## src/include/pom_pkg.sv

```systemverilog
// Constants shared by the pulse output configuration block and its testbench.
// Assumes a single 200 MHz system clock and a plain register port.
//
// Notes on behaviour
// - Output one source in bits 2:0, five power codes, resets to total active.
// - Output one source codes 101, 110, 111 give no pulses at all.
// - Output two source in bits 5:3, same codes, resets to total reactive.
// - Output two source codes 101, 110, 111 suppress its pulses entirely.
// - Output three source in bits 8:6, same codes, resets to apparent.
// - Output three source codes 101, 110, 111 produce no pulses.
// - Each output sums only phases enabled by its compensation mode include field.
// - Codes for measurements a variant lacks have no effect on pulses.
// - Bit 9, reset 1, disables output one pin; converter keeps running.
// - Bit 10, reset 1, disables output two pin; converter keeps running.
// - Bit 11, reset 1, disables output three pin; converter keeps running.
// - Bit 12, reset 0, captures output one energy registers on each pulse.
// - Bit 13, reset 0, captures output two energy registers on each pulse.
// - Bit 14, reset 0, captures output three energy registers on each pulse.
// - Bit 15 reserved, resets 0, controls nothing.

`default_nettype none

package pom_pkg;

	// ---------------------------------------------------------------
	// Register map
	// ---------------------------------------------------------------
	localparam int              ADDR_W      = 16;
	localparam int              DATA_W      = 16;
	localparam logic [15:0]     COMP_ADDR   = 16'hE60E;
	localparam logic [15:0]     MODE_ADDR   = 16'hE610;
	localparam logic [15:0]     STATUS_ADDR = 16'hE6F0;

	// ---------------------------------------------------------------
	// Field layout
	// ---------------------------------------------------------------
	localparam int              NUM_OUT     = 3;
	localparam int              NUM_PHASE   = 3;
	localparam int              NUM_TYPE    = 5;
	localparam int              SRC_W       = 3;
	localparam int              SRC_LSB     = 0;
	localparam int              DIS_LSB     = 9;
	localparam int              LATCH_LSB   = 12;
	localparam int              MODE_W      = 15;
	localparam int              COMP_W      = 9;
	localparam int              STAT_ACT    = 0;
	localparam int              STAT_EN     = 3;
	localparam int              STAT_W      = 6;

	// ---------------------------------------------------------------
	// Reset values
	// ---------------------------------------------------------------
	localparam logic [14:0]     MODE_RESET  = 15'h0E88;
	localparam logic [8:0]      COMP_RESET  = 9'h1FF;

	// ---------------------------------------------------------------
	// Source codes
	// ---------------------------------------------------------------
	localparam logic [2:0]      SRC_TOT_ACT   = 3'h0;
	localparam logic [2:0]      SRC_TOT_REACT = 3'h1;
	localparam logic [2:0]      SRC_APPARENT  = 3'h2;
	localparam logic [2:0]      SRC_FUND_ACT  = 3'h3;
	localparam logic [2:0]      SRC_FUND_REACT = 3'h4;
	localparam logic [2:0]      SRC_LAST      = 3'h4;

endpackage : pom_pkg

`default_nettype wire

```

## src/pom_dfc.sv

```systemverilog
// Digital-to-frequency converter for one pulse output.
// Assumes sample strobes and power sums come from logic on the same clock.
`timescale 1ns/1ps
`default_nettype none

module pom_dfc #(
	parameter int                SUM_W        = 20,
	parameter int                ACC_W        = 32,
	parameter logic [ACC_W-1:0]  THRESHOLD    = 32'h0001_0000,
	parameter int                PULSE_CYCLES = 16
) (
	input  wire logic                    mclk,
	input  wire logic                    reset_n,
	input  wire logic                    sample,
	input  wire logic signed [SUM_W-1:0] power,
	output logic                         fire,
	output logic                         active
);

	localparam int CNT_W = $clog2(PULSE_CYCLES + 1);

	initial
	begin
		if (ACC_W <= SUM_W || THRESHOLD == '0 || PULSE_CYCLES < 1)
			$error("pom_dfc: unsupported parameters");
	end

	typedef struct packed {
		logic [ACC_W-1:0] acc;
		logic [CNT_W-1:0] cnt;
		logic             fire;
		logic             active;
	} pom_dfc_s;

	pom_dfc_s st;
	pom_dfc_s next_st;

	logic [SUM_W-1:0] mag;
	logic [ACC_W-1:0] acc_sum;

	assign mag = power[SUM_W-1] ? SUM_W'(-power) : SUM_W'(power);

	// ---------------------------------------------------------------
	// Accumulate magnitude, fire on threshold, stretch the pulse
	// ---------------------------------------------------------------
	always_comb
	begin
		next_st      = st;
		next_st.fire = 1'b0;
		acc_sum      = st.acc + ACC_W'(mag);
		if (st.active)
		begin
			if (st.cnt == '0)
				next_st.active = 1'b0;
			else
				next_st.cnt = st.cnt - CNT_W'(1);
		end
		if (sample)
		begin
			if (acc_sum >= THRESHOLD)
			begin
				next_st.acc    = acc_sum - THRESHOLD;
				next_st.fire   = 1'b1;
				next_st.active = 1'b1;
				next_st.cnt    = CNT_W'(PULSE_CYCLES - 1);
			end
			else
				next_st.acc = acc_sum;
		end
	end

	always_ff @(posedge mclk or negedge reset_n)
	begin
		if (!reset_n)
			st <= '0;
		else
			st <= next_st;
	end

	assign fire   = st.fire;
	assign active = st.active;

	// ---------------------------------------------------------------
	// Checks
	// ---------------------------------------------------------------
	fire_starts_pulse_a: assert property (@(posedge mclk) disable iff (!reset_n)
		st.fire |-> st.active)
		else $error("converter pulse did not start with fire");

endmodule : pom_dfc

`default_nettype wire

```

## src/pom_pulse_config.sv

```systemverilog
// Pulse output configuration bank: source select, pin disable and
// energy capture enable for three calibration pulse outputs.
// Assumes per-phase power words and a sample strobe from the metering
// datapath on mclk, and a register master on the same clock.
`timescale 1ns/1ps
`default_nettype none

module pom_pulse_config #(
	parameter int                POWER_W         = 16,
	parameter int                ACC_W           = 32,
	parameter logic [31:0]       THRESHOLD       = 32'h0001_0000,
	parameter int                PULSE_CYCLES    = 16,
	parameter bit                HAS_REACTIVE    = 1'b1,
	parameter bit                HAS_FUNDAMENTAL = 1'b1
) (
	input  wire logic                                       mclk,
	input  wire logic                                       reset_n,
	input  wire logic [pom_pkg::ADDR_W-1:0]                 reg_addr,
	input  wire logic [pom_pkg::DATA_W-1:0]                 reg_wdata,
	input  wire logic                                       reg_write,
	input  wire logic                                       reg_read,
	output logic      [pom_pkg::DATA_W-1:0]                 reg_rdata,
	input  wire logic                                       sample_valid,
	input  wire logic [pom_pkg::NUM_PHASE-1:0][pom_pkg::NUM_TYPE-1:0][POWER_W-1:0] phase_power,
	output logic                                            pulse_output_one_n,
	output logic                                            pulse_output_two_n,
	output logic                                            pulse_output_three_n,
	output logic                                            pulse_one_energy_capture,
	output logic                                            pulse_two_energy_capture,
	output logic                                            pulse_three_energy_capture
);

	localparam int SUM_W = POWER_W + 2;
	localparam int NO    = pom_pkg::NUM_OUT;

	initial
	begin
		if (POWER_W < 2 || ACC_W <= SUM_W || PULSE_CYCLES < 1 || THRESHOLD == '0)
			$error("pom_pulse_config: unsupported parameters");
	end

	// ---------------------------------------------------------------
	// State
	// ---------------------------------------------------------------
	typedef struct packed {
		logic [pom_pkg::MODE_W-1:0] mode;
		logic [pom_pkg::COMP_W-1:0] comp;
		logic [pom_pkg::DATA_W-1:0] rdata;
		logic [NO-1:0]              pin_n;
		logic [NO-1:0]              cap;
	} pom_top_s;

	localparam pom_top_s ST_RESET = '{
		mode:  pom_pkg::MODE_RESET,
		comp:  pom_pkg::COMP_RESET,
		rdata: '0,
		pin_n: '1,
		cap:   '0
	};

	pom_top_s st;
	pom_top_s next_st;

	logic [NO-1:0]           code_ok;
	logic [NO-1:0]           out_en;
	logic [NO-1:0]           cap_en;
	logic [NO-1:0]           dfc_fire;
	logic [NO-1:0]           dfc_active;

	// ---------------------------------------------------------------
	// Per output source selection and phase summation
	// ---------------------------------------------------------------
	for (genvar i = 0; i < NO; i++)
	begin : g_out
		logic [pom_pkg::SRC_W-1:0] src;
		logic                      supported;
		logic signed [SUM_W-1:0]   sum;

		assign src        = st.mode[pom_pkg::SRC_LSB + pom_pkg::SRC_W*i +: pom_pkg::SRC_W];
		assign code_ok[i] = (src <= pom_pkg::SRC_LAST);
		assign out_en[i]  = !st.mode[pom_pkg::DIS_LSB + i] && code_ok[i];
		assign cap_en[i]  = st.mode[pom_pkg::LATCH_LSB + i];

		// Missing measurements contribute nothing
		assign supported =
			!((src == pom_pkg::SRC_TOT_REACT) && !HAS_REACTIVE) &&
			!((src == pom_pkg::SRC_FUND_ACT || src == pom_pkg::SRC_FUND_REACT)
				&& !HAS_FUNDAMENTAL);

		always_comb
		begin
			sum = '0;
			if (code_ok[i] && supported)
			begin
				for (int p = 0; p < pom_pkg::NUM_PHASE; p++)
				begin
					if (st.comp[i*pom_pkg::NUM_PHASE + p])
						sum = sum + SUM_W'($signed(phase_power[p][src]));
				end
			end
		end

		// Converter runs whatever the pin disable says
		pom_dfc #(
			.SUM_W        (SUM_W),
			.ACC_W        (ACC_W),
			.THRESHOLD    (ACC_W'(THRESHOLD)),
			.PULSE_CYCLES (PULSE_CYCLES)
		) u_dfc (
			.mclk    (mclk),
			.reset_n (reset_n),
			.sample  (sample_valid),
			.power   (sum),
			.fire    (dfc_fire[i]),
			.active  (dfc_active[i])
		);

		// -----------------------------------------------------------
		// Per output checks
		// -----------------------------------------------------------
		reserved_code_idle_a: assert property (@(posedge mclk) disable iff (!reset_n)
			!code_ok[i] |=> st.pin_n[i])
			else $error("pulse pin active under reserved source code");

		reserved_no_capture_a: assert property (@(posedge mclk) disable iff (!reset_n)
			!code_ok[i] |=> !st.cap[i])
			else $error("capture strobe under reserved source code");

		disabled_pin_idle_a: assert property (@(posedge mclk) disable iff (!reset_n)
			st.mode[pom_pkg::DIS_LSB + i] |=> st.pin_n[i])
			else $error("disabled pulse pin left idle level");

		enabled_pin_drive_a: assert property (@(posedge mclk) disable iff (!reset_n)
			(dfc_active[i] && out_en[i]) |=> !st.pin_n[i])
			else $error("enabled pulse pin did not follow converter");

		capture_on_pulse_a: assert property (@(posedge mclk) disable iff (!reset_n)
			(dfc_fire[i] && cap_en[i] && code_ok[i]) |=> st.cap[i])
			else $error("energy capture missed a pulse");

		capture_only_enabled_a: assert property (@(posedge mclk) disable iff (!reset_n)
			(!cap_en[i] || !dfc_fire[i]) |=> !st.cap[i])
			else $error("energy capture without enable and pulse");

		phase_mask_a: assert property (@(posedge mclk) disable iff (!reset_n)
			(st.comp[i*pom_pkg::NUM_PHASE +: pom_pkg::NUM_PHASE] == '0) |-> (sum == '0))
			else $error("power sum nonzero with no phase included");

		variant_missing_a: assert property (@(posedge mclk) disable iff (!reset_n)
			!supported |-> (sum == '0))
			else $error("unsupported source fed the converter");

		disabled_fire_c: cover property (@(posedge mclk) disable iff (!reset_n)
			st.mode[pom_pkg::DIS_LSB + i] && dfc_fire[i]);
	end

	// ---------------------------------------------------------------
	// Register port and pin update
	// ---------------------------------------------------------------
	always_comb
	begin
		next_st       = st;
		next_st.rdata = '0;
		if (reg_write)
		begin
			unique case (reg_addr)
				pom_pkg::MODE_ADDR:
					next_st.mode = reg_wdata[pom_pkg::MODE_W-1:0];
				pom_pkg::COMP_ADDR:
					next_st.comp = reg_wdata[pom_pkg::COMP_W-1:0];
				default:
					next_st.mode = st.mode;
			endcase
		end
		if (reg_read)
		begin
			unique case (reg_addr)
				pom_pkg::MODE_ADDR:
					next_st.rdata = {1'b0, st.mode};
				pom_pkg::COMP_ADDR:
					next_st.rdata = {{(pom_pkg::DATA_W-pom_pkg::COMP_W){1'b0}}, st.comp};
				pom_pkg::STATUS_ADDR:
					next_st.rdata = {{(pom_pkg::DATA_W-pom_pkg::STAT_W){1'b0}},
						out_en, dfc_active};
				default:
					next_st.rdata = '0;
			endcase
		end
		next_st.pin_n = ~(dfc_active & out_en);
		next_st.cap   = dfc_fire & cap_en & code_ok;
	end

	always_ff @(posedge mclk or negedge reset_n)
	begin
		if (!reset_n)
			st <= ST_RESET;
		else
			st <= next_st;
	end

	assign reg_rdata                  = st.rdata;
	assign pulse_output_one_n         = st.pin_n[0];
	assign pulse_output_two_n         = st.pin_n[1];
	assign pulse_output_three_n       = st.pin_n[2];
	assign pulse_one_energy_capture   = st.cap[0];
	assign pulse_two_energy_capture   = st.cap[1];
	assign pulse_three_energy_capture = st.cap[2];

	// ---------------------------------------------------------------
	// Reset value and register checks
	// ---------------------------------------------------------------
	src_reset_a: assert property (@(posedge mclk) disable iff (!reset_n)
		$rose(reset_n) |-> (st.mode[8:0] == 9'h088))
		else $error("source fields not at reset codes");

	dis_latch_reset_a: assert property (@(posedge mclk) disable iff (!reset_n)
		$rose(reset_n) |-> (st.mode[14:9] == 6'h07))
		else $error("disable or capture bits not at reset value");

	reserved_bit_zero_a: assert property (@(posedge mclk) disable iff (!reset_n)
		(reg_read && reg_addr == pom_pkg::MODE_ADDR) |=> !reg_rdata[15])
		else $error("reserved mode bit read back nonzero");

	mode_readback_a: assert property (@(posedge mclk) disable iff (!reset_n)
		(reg_write && reg_addr == pom_pkg::MODE_ADDR)
		##1 (reg_read && reg_addr == pom_pkg::MODE_ADDR)
		|=> (reg_rdata == ($past(reg_wdata, 2) & 16'h7FFF)))
		else $error("mode register read back wrong value");

	write_disable_idle_a: assert property (@(posedge mclk) disable iff (!reset_n)
		(reg_write && reg_addr == pom_pkg::MODE_ADDR && reg_wdata[9])
		|=> ##1 pulse_output_one_n)
		else $error("output one pin active after disable write");

	pin_pulse_c: cover property (@(posedge mclk) disable iff (!reset_n)
		$fell(pulse_output_one_n));

	capture_c: cover property (@(posedge mclk) disable iff (!reset_n)
		pulse_two_energy_capture);

	reserved_code_c: cover property (@(posedge mclk) disable iff (!reset_n)
		!code_ok[2] && dfc_active[2]);

	status_read_c: cover property (@(posedge mclk) disable iff (!reset_n)
		reg_read && reg_addr == pom_pkg::STATUS_ADDR);

endmodule : pom_pulse_config

`default_nettype wire

```

## config.mk

```make
export PLATFORM = sky130hd
export DESIGN_NAME = pom_pulse_config
export DESIGN_NICKNAME = d
export VERILOG_FILES = /design/src/include/pom_pkg.sv /design/src/pom_dfc.sv /design/src/pom_pulse_config.sv
export SDC_FILE = /design/constraint.sdc
export NUM_CORES = 1
export LEC_CHECK = 0
export BUFFER_PORTS_ARGS = -buffer_cell sky130_fd_sc_hd__buf_2
export CORE_MARGIN = 3
export CORE_UTILIZATION = 34
export CTS_CLUSTER_DIAMETER = 80
export DETAILED_ROUTE_END_ITERATION = 10
export GPL_ROUTABILITY_DRIVEN = 1
export SETUP_SLACK_MARGIN = 0.5
export SYNTH_ARGS = -nofsm -noshare
export SYNTH_HDL_FRONTEND = slang
export SYNTH_SLANG_ARGS = --single-unit
```

## constraint.sdc

```tcl
create_clock -name mclk -period 12.61 [get_ports mclk]
set_input_delay 1.261 -clock mclk [delete_from_list [all_inputs] [get_ports mclk]]
set_output_delay 1.261 -clock mclk [all_outputs]
set_load 0.01 [all_outputs]
```

==> impl_metrics.json, run 1 <==
{
  "synthesis.area_per_instance_um2": 8.53,
  "yosys.cell_count.top_type": "sky130_fd_sc_hd__nand2_1",
  "grt_start_max_net_pins": 64,
  "timing.setup.tns_ns": 0,
  "grt_overflow_total": 0,
  "layout_cells_sized_above_1": 0.233,
  "floorplan.die.height_um": 271,
  "timing.final.hold_violations": 0,
  "ctsHtreeMaxLevel": 4,
  "seq_area_frac_synth": 0.171,
  "netlist_top_cells_area": "sky130_fd_sc_hd__dfrtp_1 15%, sky130_fd_sc_hd__mux4_2 14%, sky130_fd_sc_hd__ha_1 8.7%",
  "synth_nets": 3246,
  "finalWirelength_mm": 84.7,
  "post_route_clock_period_utilization": 0.895,
  "grt_util_all_layers": 0.225,
  "detail_route.first_pass.iterations": 5,
  "half_perimeter_wire_length_of_the_detailed_placement_result_mm": 69.7,
  "clk_root_buffer_cell": "sky130_fd_sc_hd__clkbuf_16",
  "placeableCoreArea_mm2": 0.0691,
  "syn-instance-count": 2795,
  "synth.distinct_cells": 104,
  "placed_cells": 3918,
  "tritoncts_clock_tree": "yes",
  "final_net_count": 3463,
  "viasPerCell": 5.70,
  "yosys_register_bits": 162,
  "synth_top_flop_cell": "sky130_fd_sc_hd__dfrtp_1",
  "timing.critical_path.from_type": "flop",
  "row_count": 96,
  "detailedPlace.worstSlack_ns": 0.793,
  "setup_repair_after_global_routing_missed_its_margin": "false",
  "max-cap-violations": 0,
  "clk_transition_reported_paths_ns": 0.08,
  "port_buffers": 296,
  "worst_pin_slew_ns": 1.13,
  "post-route-util": 0.390,
  "timing.fmax_ghz": 0.0886,
  "worst_ep_arrival_time_ns": 11.63,
  "route.vias.total": 22600,
  "outcome": "completed",
  "crit_required_ns": 12.95,
  "ir_drop_v": 0.000103,
  "timing.critical_path.to_type": "flop",
  "die_width_um": 271,
  "critPathMaxFanout": 18,
  "grt_pass1_wl_mm": 128,
  "cpMostUsedCell": "sky130_fd_sc_hd__nand2_1",
  "flow.area_growth_from_synthesis_pct": 13.1,
  "drc": 0,
  "yosys_warnings": 0,
  "post_synth_top_area_cell": "sky130_fd_sc_hd__dfrtp_1",
  "setup.worst_path.class": "reg2reg",
  "grt_antenna_before_repair": 18,
  "number_of_synthesized_flops_with_an_enable_pin": 0,
  "cts_hold_buffers": 0,
  "initial_utilization": 0.345,
  "tritoncts.num_buffers": 17,
  "clock_path_buffers": 2,
  "slowest_cp_cell": "sky130_fd_sc_hd__dfstp_4",
  "clock_sinks": 162,
  "globalplace.congestion": 1.02,
  "hp-class": "reg2reg",
  "p_per_area_mw_per_mm2": 70.0,
  "filler_cell_count": 7073,
  "number_of_global_route_vias_before_repair": 21417,
  "final.setup.worst_slack_ns": 1.32,
  "synth_top_area_share": 0.152,
  "synthesis.area_mm2": 0.0238,
  "power.static_leakage_uw": 0.0120,
  "dieArea_mm2": 0.0733,
  "clk-insertion-delay-late_ns": 0.46,
  "final-max-slew-violation-count": 0,
  "dr.first_iter.drc_count": 1542,
  "timing.final.setup_violations": 0,
  "leading_post_synthesis_cells_by_instance_count": "301 x sky130_fd_sc_hd__nand2_1, 211 x sky130_fd_sc_hd__nor2_1, 188 x sky130_fd_sc_hd__a21oi_1",
  "clk_skew_ns": 0.0223,
  "finalWorstPathRequiredPeriod_ns": 11.29,
  "async_flop_share": 1.00,
  "cpPeakStageDelay_ns": 0.84,
  "routed_antenna_nets": 0,
  "io-pin-count": 299,
  "maxSlewHeadroom": 0.241,
  "finished_layout_cells": 3964,
  "routed_wire_length_per_instance_um": 21.4
}
## path summary, 6_finish.rpt
| check | end | start | cells after the start | slack, ns |
|---|---|---|---|---|
| worst min register to register | pulse_three_energy_capture | g_out[2].u_dfc.fire | 1 | 0.48 |
| max in group asynchronous | g_out[2].u_dfc.st[32] | reset_n | 3 | 9.98 |
| worst max register to register | g_out[1].u_dfc.st[26] | g_out[1].src[0] | 41 | 1.32 |
| min in group asynchronous | reg_rdata[13] | reset_n | 1 | 0.73 |
| worst min-delay path | pulse_three_energy_capture | g_out[2].u_dfc.fire | 1 | 0.48 |
| worst max-delay path | g_out[1].u_dfc.st[26] | g_out[1].src[0] | 41 | 1.32 |
## logic make-up (layout without fill, tap and decap cells)
kind of cell / count (synthesis) / in the layout / synth area share
adder cells (fa/ha/maj): 174 / 174 / 0.0942
buffers and inverters: 284 / 514 / 0.0488
AO/OA/AOI/OAI: 769 / 769 / 0.223
multiplexers: 276 / 276 / 0.196
AND/OR/NAND/NOR: 893 / 893 / 0.180
other: 1 / 9 / 0.000157
XOR/XNOR: 236 / 236 / 0.0867
flip-flops: 162 / 162 / 0.171
## worst max-delay path: cells and delay by family (launching register included)
kind            cells  cell delay (ns)
simple gates       16             3.35
fa+ha+maj           4             1.57
mux                 3             1.04
compound gates     10             2.84
xor+xnor            5             0.80
buf+inv             3             0.65
flops               1             0.84
## registers in the layout (all words and copies together), names as in the netlist
signal,cells
st,12
g_out.u_dfc.active,3
g_out.src,9
pulse_output_three_n,1
pulse_output_two_n,1
pulse_two_energy_capture,1
pulse_three_energy_capture,1
pulse_output_one_n,1
g_out.u_dfc.st,111
reg_rdata,15
g_out.u_dfc.fire,3
cap_en,3
pulse_one_energy_capture,1
## layout by cell type, fill, tap and decap left out, types with 90 or more instances in the layout
master | netlist | layout
sky130_fd_sc_hd__xnor2_1 | 146 | 145
sky130_fd_sc_hd__ha_1 | 165 | 165
sky130_fd_sc_hd__buf_2 | 23 | 294
sky130_fd_sc_hd__o21ai_0 | 136 | 134
sky130_fd_sc_hd__dfrtp_1 | 145 | 140
sky130_fd_sc_hd__nand2_1 | 301 | 301
sky130_fd_sc_hd__xor2_1 | 90 | 90
sky130_fd_sc_hd__mux4_2 | 143 | 143
sky130_fd_sc_hd__a21oi_1 | 188 | 188
sky130_fd_sc_hd__nor2_1 | 211 | 211
sky130_fd_sc_hd__inv_1 | 126 | 125
## through the flow
step	total power, uW	hold WS [ns]	cell area [um^2]
2_1_floorplan	1140	0.426	23800
3_3_place_gp	1340	0.461	26300
3_5_place_dp	1340	0.463	26300
4_1_cts	1900	0.484	26900
5_1_grt	2010	0.510	27000
6_report	1890	0.482	27000
## final cells by class
class | count | area, um^2 | share of cell area
diodes | 8 | 20.0 | 0.000742
clock buffers | 17 | 425 | 0.0158
multi-input cells | 2349 | 18600 | 0.690
flip-flops and latches | 162 | 4090 | 0.152
clock inverters | 15 | 186 | 0.00691
inverters | 126 | 473 | 0.0175
repair buffers | 356 | 1990 | 0.0736
well taps | 931 | 1160 | 0.0432
## routing by layer
metal,vias to the layer above,GRT usage,part of all wire
li1,10948,-,-
met1,10702,0.282,0.42
met2,798,0.363,0.45
met3,140,0.0333,0.055
met4,12,0.139,0.069
met5,-,0,0.0011
## power breakdown
part	leakage [uW]	internal, uW	switching (uW)
logic	0.00970	293	356
clock network	0.000297	286	259
registers	0.00199	596	98.9
total	0.0120	1180	714
## timing repair
action,4_1_cts,5_1_grt
setup buffers,0,6
setup endpoints to repair,0,14
gates resized for setup,0,2
(Power assumes the default switching activity.)
==> inputs of run 2 (changes only) <==
CORE_ASPECT_RATIO = 0.5   (was not set)
==> impl_metrics.json, run 2 (synthesis gave the netlist of run 1 again) <==
{
  "largest_register_ffs": 111,
  "clk_transition_reported_paths_ns": 0.06,
  "hold_start": "g_out[1].u_dfc.st[38]",
  "io-pin-count": 299,
  "routed_antenna_nets": 0,
  "finished_layout_cells": 3948,
  "setup_repair_after_global_routing_missed_its_margin": "false",
  "outcome": "completed",
  "min_delay_worst_endpoint": "g_out[1].u_dfc.st[38]",
  "final_cell_mix": "300 x sky130_fd_sc_hd__nand2_1, 294 x sky130_fd_sc_hd__buf_2, 210 x sky130_fd_sc_hd__nor2_1",
  "die_width_um": 380,
  "post_route_clock_period_utilization": 0.915,
  "clk_skew_ns": 0.0111,
  "timing.setup.tns_ns": 0,
  "final_area_mm2": 0.0269,
  "power.static_leakage_uw": 0.0119,
  "postPlaceCellArea_mm2": 0.0262,
  "globalRouteMet1Util": 0.303,
  "port_buffers": 296,
  "clk-insertion-delay-late_ns": 0.44,
  "crit_required_ns": 12.93,
  "grt_util_all_layers": 0.217,
  "cts_hold_buffers": 0,
  "critPathMaxFanout": 8,
  "largest_register": "g_out.u_dfc.st",
  "grt_overflow_total": 0,
  "final.setup.worst_slack_ns": 1.07,
  "met2_demand_to_capacity_share_in_global_routing": 0.358,
  "ir_drop_v": 0.000100,
  "met3_usage": 0.0233,
  "worst-r2r-cell-count": 38,
  "dieArea_mm2": 0.0735,
  "max-cap-violations": 0,
  "placed_cells": 3908,
  "final_net_count": 3454,
  "ctsHtreeMaxLevel": 4,
  "row_count": 67,
  "grt_pass1_wl_mm": 127,
  "worst_pin_slew_ns": 1.20,
  "grt_antenna_before_repair": 1,
  "grt_busiest_layer": "met2",
  "hold_ws_ns": 0.492,
  "timing.fmax_ghz": 0.0866,
  "maxSlewHeadroom": 0.196,
  "finalWorstPathRequiredPeriod_ns": 11.54,
  "cpMostUsedCell": "sky130_fd_sc_hd__ha_1",
  "tritoncts_clock_tree": "yes",
  "layout_cells_sized_above_1": 0.232,
  "hp-class": "reg2reg",
  "placeableCoreArea_mm2": 0.0682,
  "timing.hold.worst_path_depth": 1,
  "detailedPlace.worstSlack_ns": 0.566,
  "worst_ep_arrival_time_ns": 11.86,
  "tritoncts.num_buffers": 17,
  "r2r_end": "g_out[1].u_dfc.st[26]",
  "route.vias.total": 23007,
  "clock_sinks": 162,
  "dr.first_iter.drc_count": 1783,
  "number_of_global_route_vias_before_repair": 21620,
  "reg2reg_slack_ns": 1.08,
  "finalWirelength_mm": 83.6,
  "globalplace.congestion": 0.996,
  "detail_route.first_pass.iterations": 6,
  "p_per_area_mw_per_mm2": 68.4,
  "cpPeakStageDelay_ns": 0.82,
  "initial_utilization": 0.350,
  "drc": 0,
  "half_perimeter_wire_length_of_the_detailed_placement_result_mm": 66.2,
  "grt_start_max_net_pins": 65,
  "viasPerCell": 5.83,
  "clock_path_buffers": 2,
  "timing.final.setup_violations": 0,
  "timing.critical_path.to_type": "flop",
  "timing.final.hold_violations": 0,
  "flow.area_growth_from_synthesis_pct": 12.7,
  "routed_wire_length_per_instance_um": 21.2,
  "slowest_cp_cell": "sky130_fd_sc_hd__a311oi_1",
  "setup.worst_path.class": "in2reg",
  "final-max-slew-violation-count": 0,
  "timing.critical_path.from_type": "primary input",
  "layout.cells.most_common": "sky130_fd_sc_hd__nand2_1",
  "clk_root_buffer_cell": "sky130_fd_sc_hd__clkbuf_16",
  "rr_startpoint": "g_out[1].src[0]",
  "floorplan.die.height_um": 193
}
[run 2: cell types whose count changed in the layout (fill, tap and decap cells not counted), moves of 2 or more]
cell,delta
sky130_fd_sc_hd__buf_12,+2
sky130_fd_sc_hd__buf_4,-10
sky130_fd_sc_hd__clkbuf_1,+2
sky130_fd_sc_hd__clkinv_8,-3
sky130_fd_sc_hd__diode_2,-7
[run 2: worst max path at each step]
stage / to / slack (ns) / startpoint / cells past startpoint
floorplan: g_out[0].u_dfc.st[26] / 2.09 / g_out[0].src[0] / 48
global placement: g_out[0].u_dfc.st[27] / 0.66 / phase_power[48] / 43
detailed placement: g_out[0].u_dfc.st[27] / 0.57 / phase_power[48] / 43
CTS: g_out[0].u_dfc.st[27] / 0.86 / g_out[0].src[0] / 42
global route: g_out[0].u_dfc.st[26] / 0.52 / g_out[0].src[0] / 41
finish: g_out[1].u_dfc.st[26] / 1.07 / phase_power[128] / 39
[run 2: timing repair]
action / CTS / global route
endpoints found under the setup margin: 0 / 40
endpoints found under the hold margin: 0 / 0
resized for setup: 0 / 9
buffers inserted: 0 / 7
[run 2: critical path, delay by kind of cell]
family                   cells  cell delay (ns)
AO/OA/AOI/OAI               10             3.19
XOR/XNOR                     2             0.33
adder cells (fa/ha/maj)      5             1.88
buffers and inverters        3             0.37
multiplexers                 3             1.05
AND/OR/NAND/NOR             16             3.75
[run 2: per-stage QoR]
step | util | total power [uW]
after CTS | 0.392 | 1850
final | 0.394 | 1840
after detailed placement | 0.384 | 1330
after global routing | 0.394 | 1960
after floorplan | - | 1140
after global placement | 0.384 | 1320
[run 2: layout make-up]
cell class | count | area, um^2
tap | 931 | 1160
fill | 6894 | 41300
clock inverter | 12 | 113
antenna | 1 | 2.50
clock buffer | 20 | 447
inverter | 126 | 473
timing repair buffer | 347 | 1920
sequential | 162 | 4090
multi-input combinational | 2349 | 18600
[run 2: where the power goes]
part	switching, uW	internal, uW	total (uW)
Sequential	98.7	597	695
Clock	241	266	506
Combinational	344	292	636
Total	683	1150	1840
[run 2: metal layers]
| metal | wire length [um] | vias to the layer above | part of all wire |
|---|---|---|---|
| met5 | 13 | - | 0.00016 |
| met2 | 38600 | 728 | 0.46 |
| met1 | 37900 | 11271 | 0.45 |
| met3 | 4750 | 100 | 0.057 |
| li1 | - | 10906 | - |
| met4 | 2340 | 2 | 0.028 |
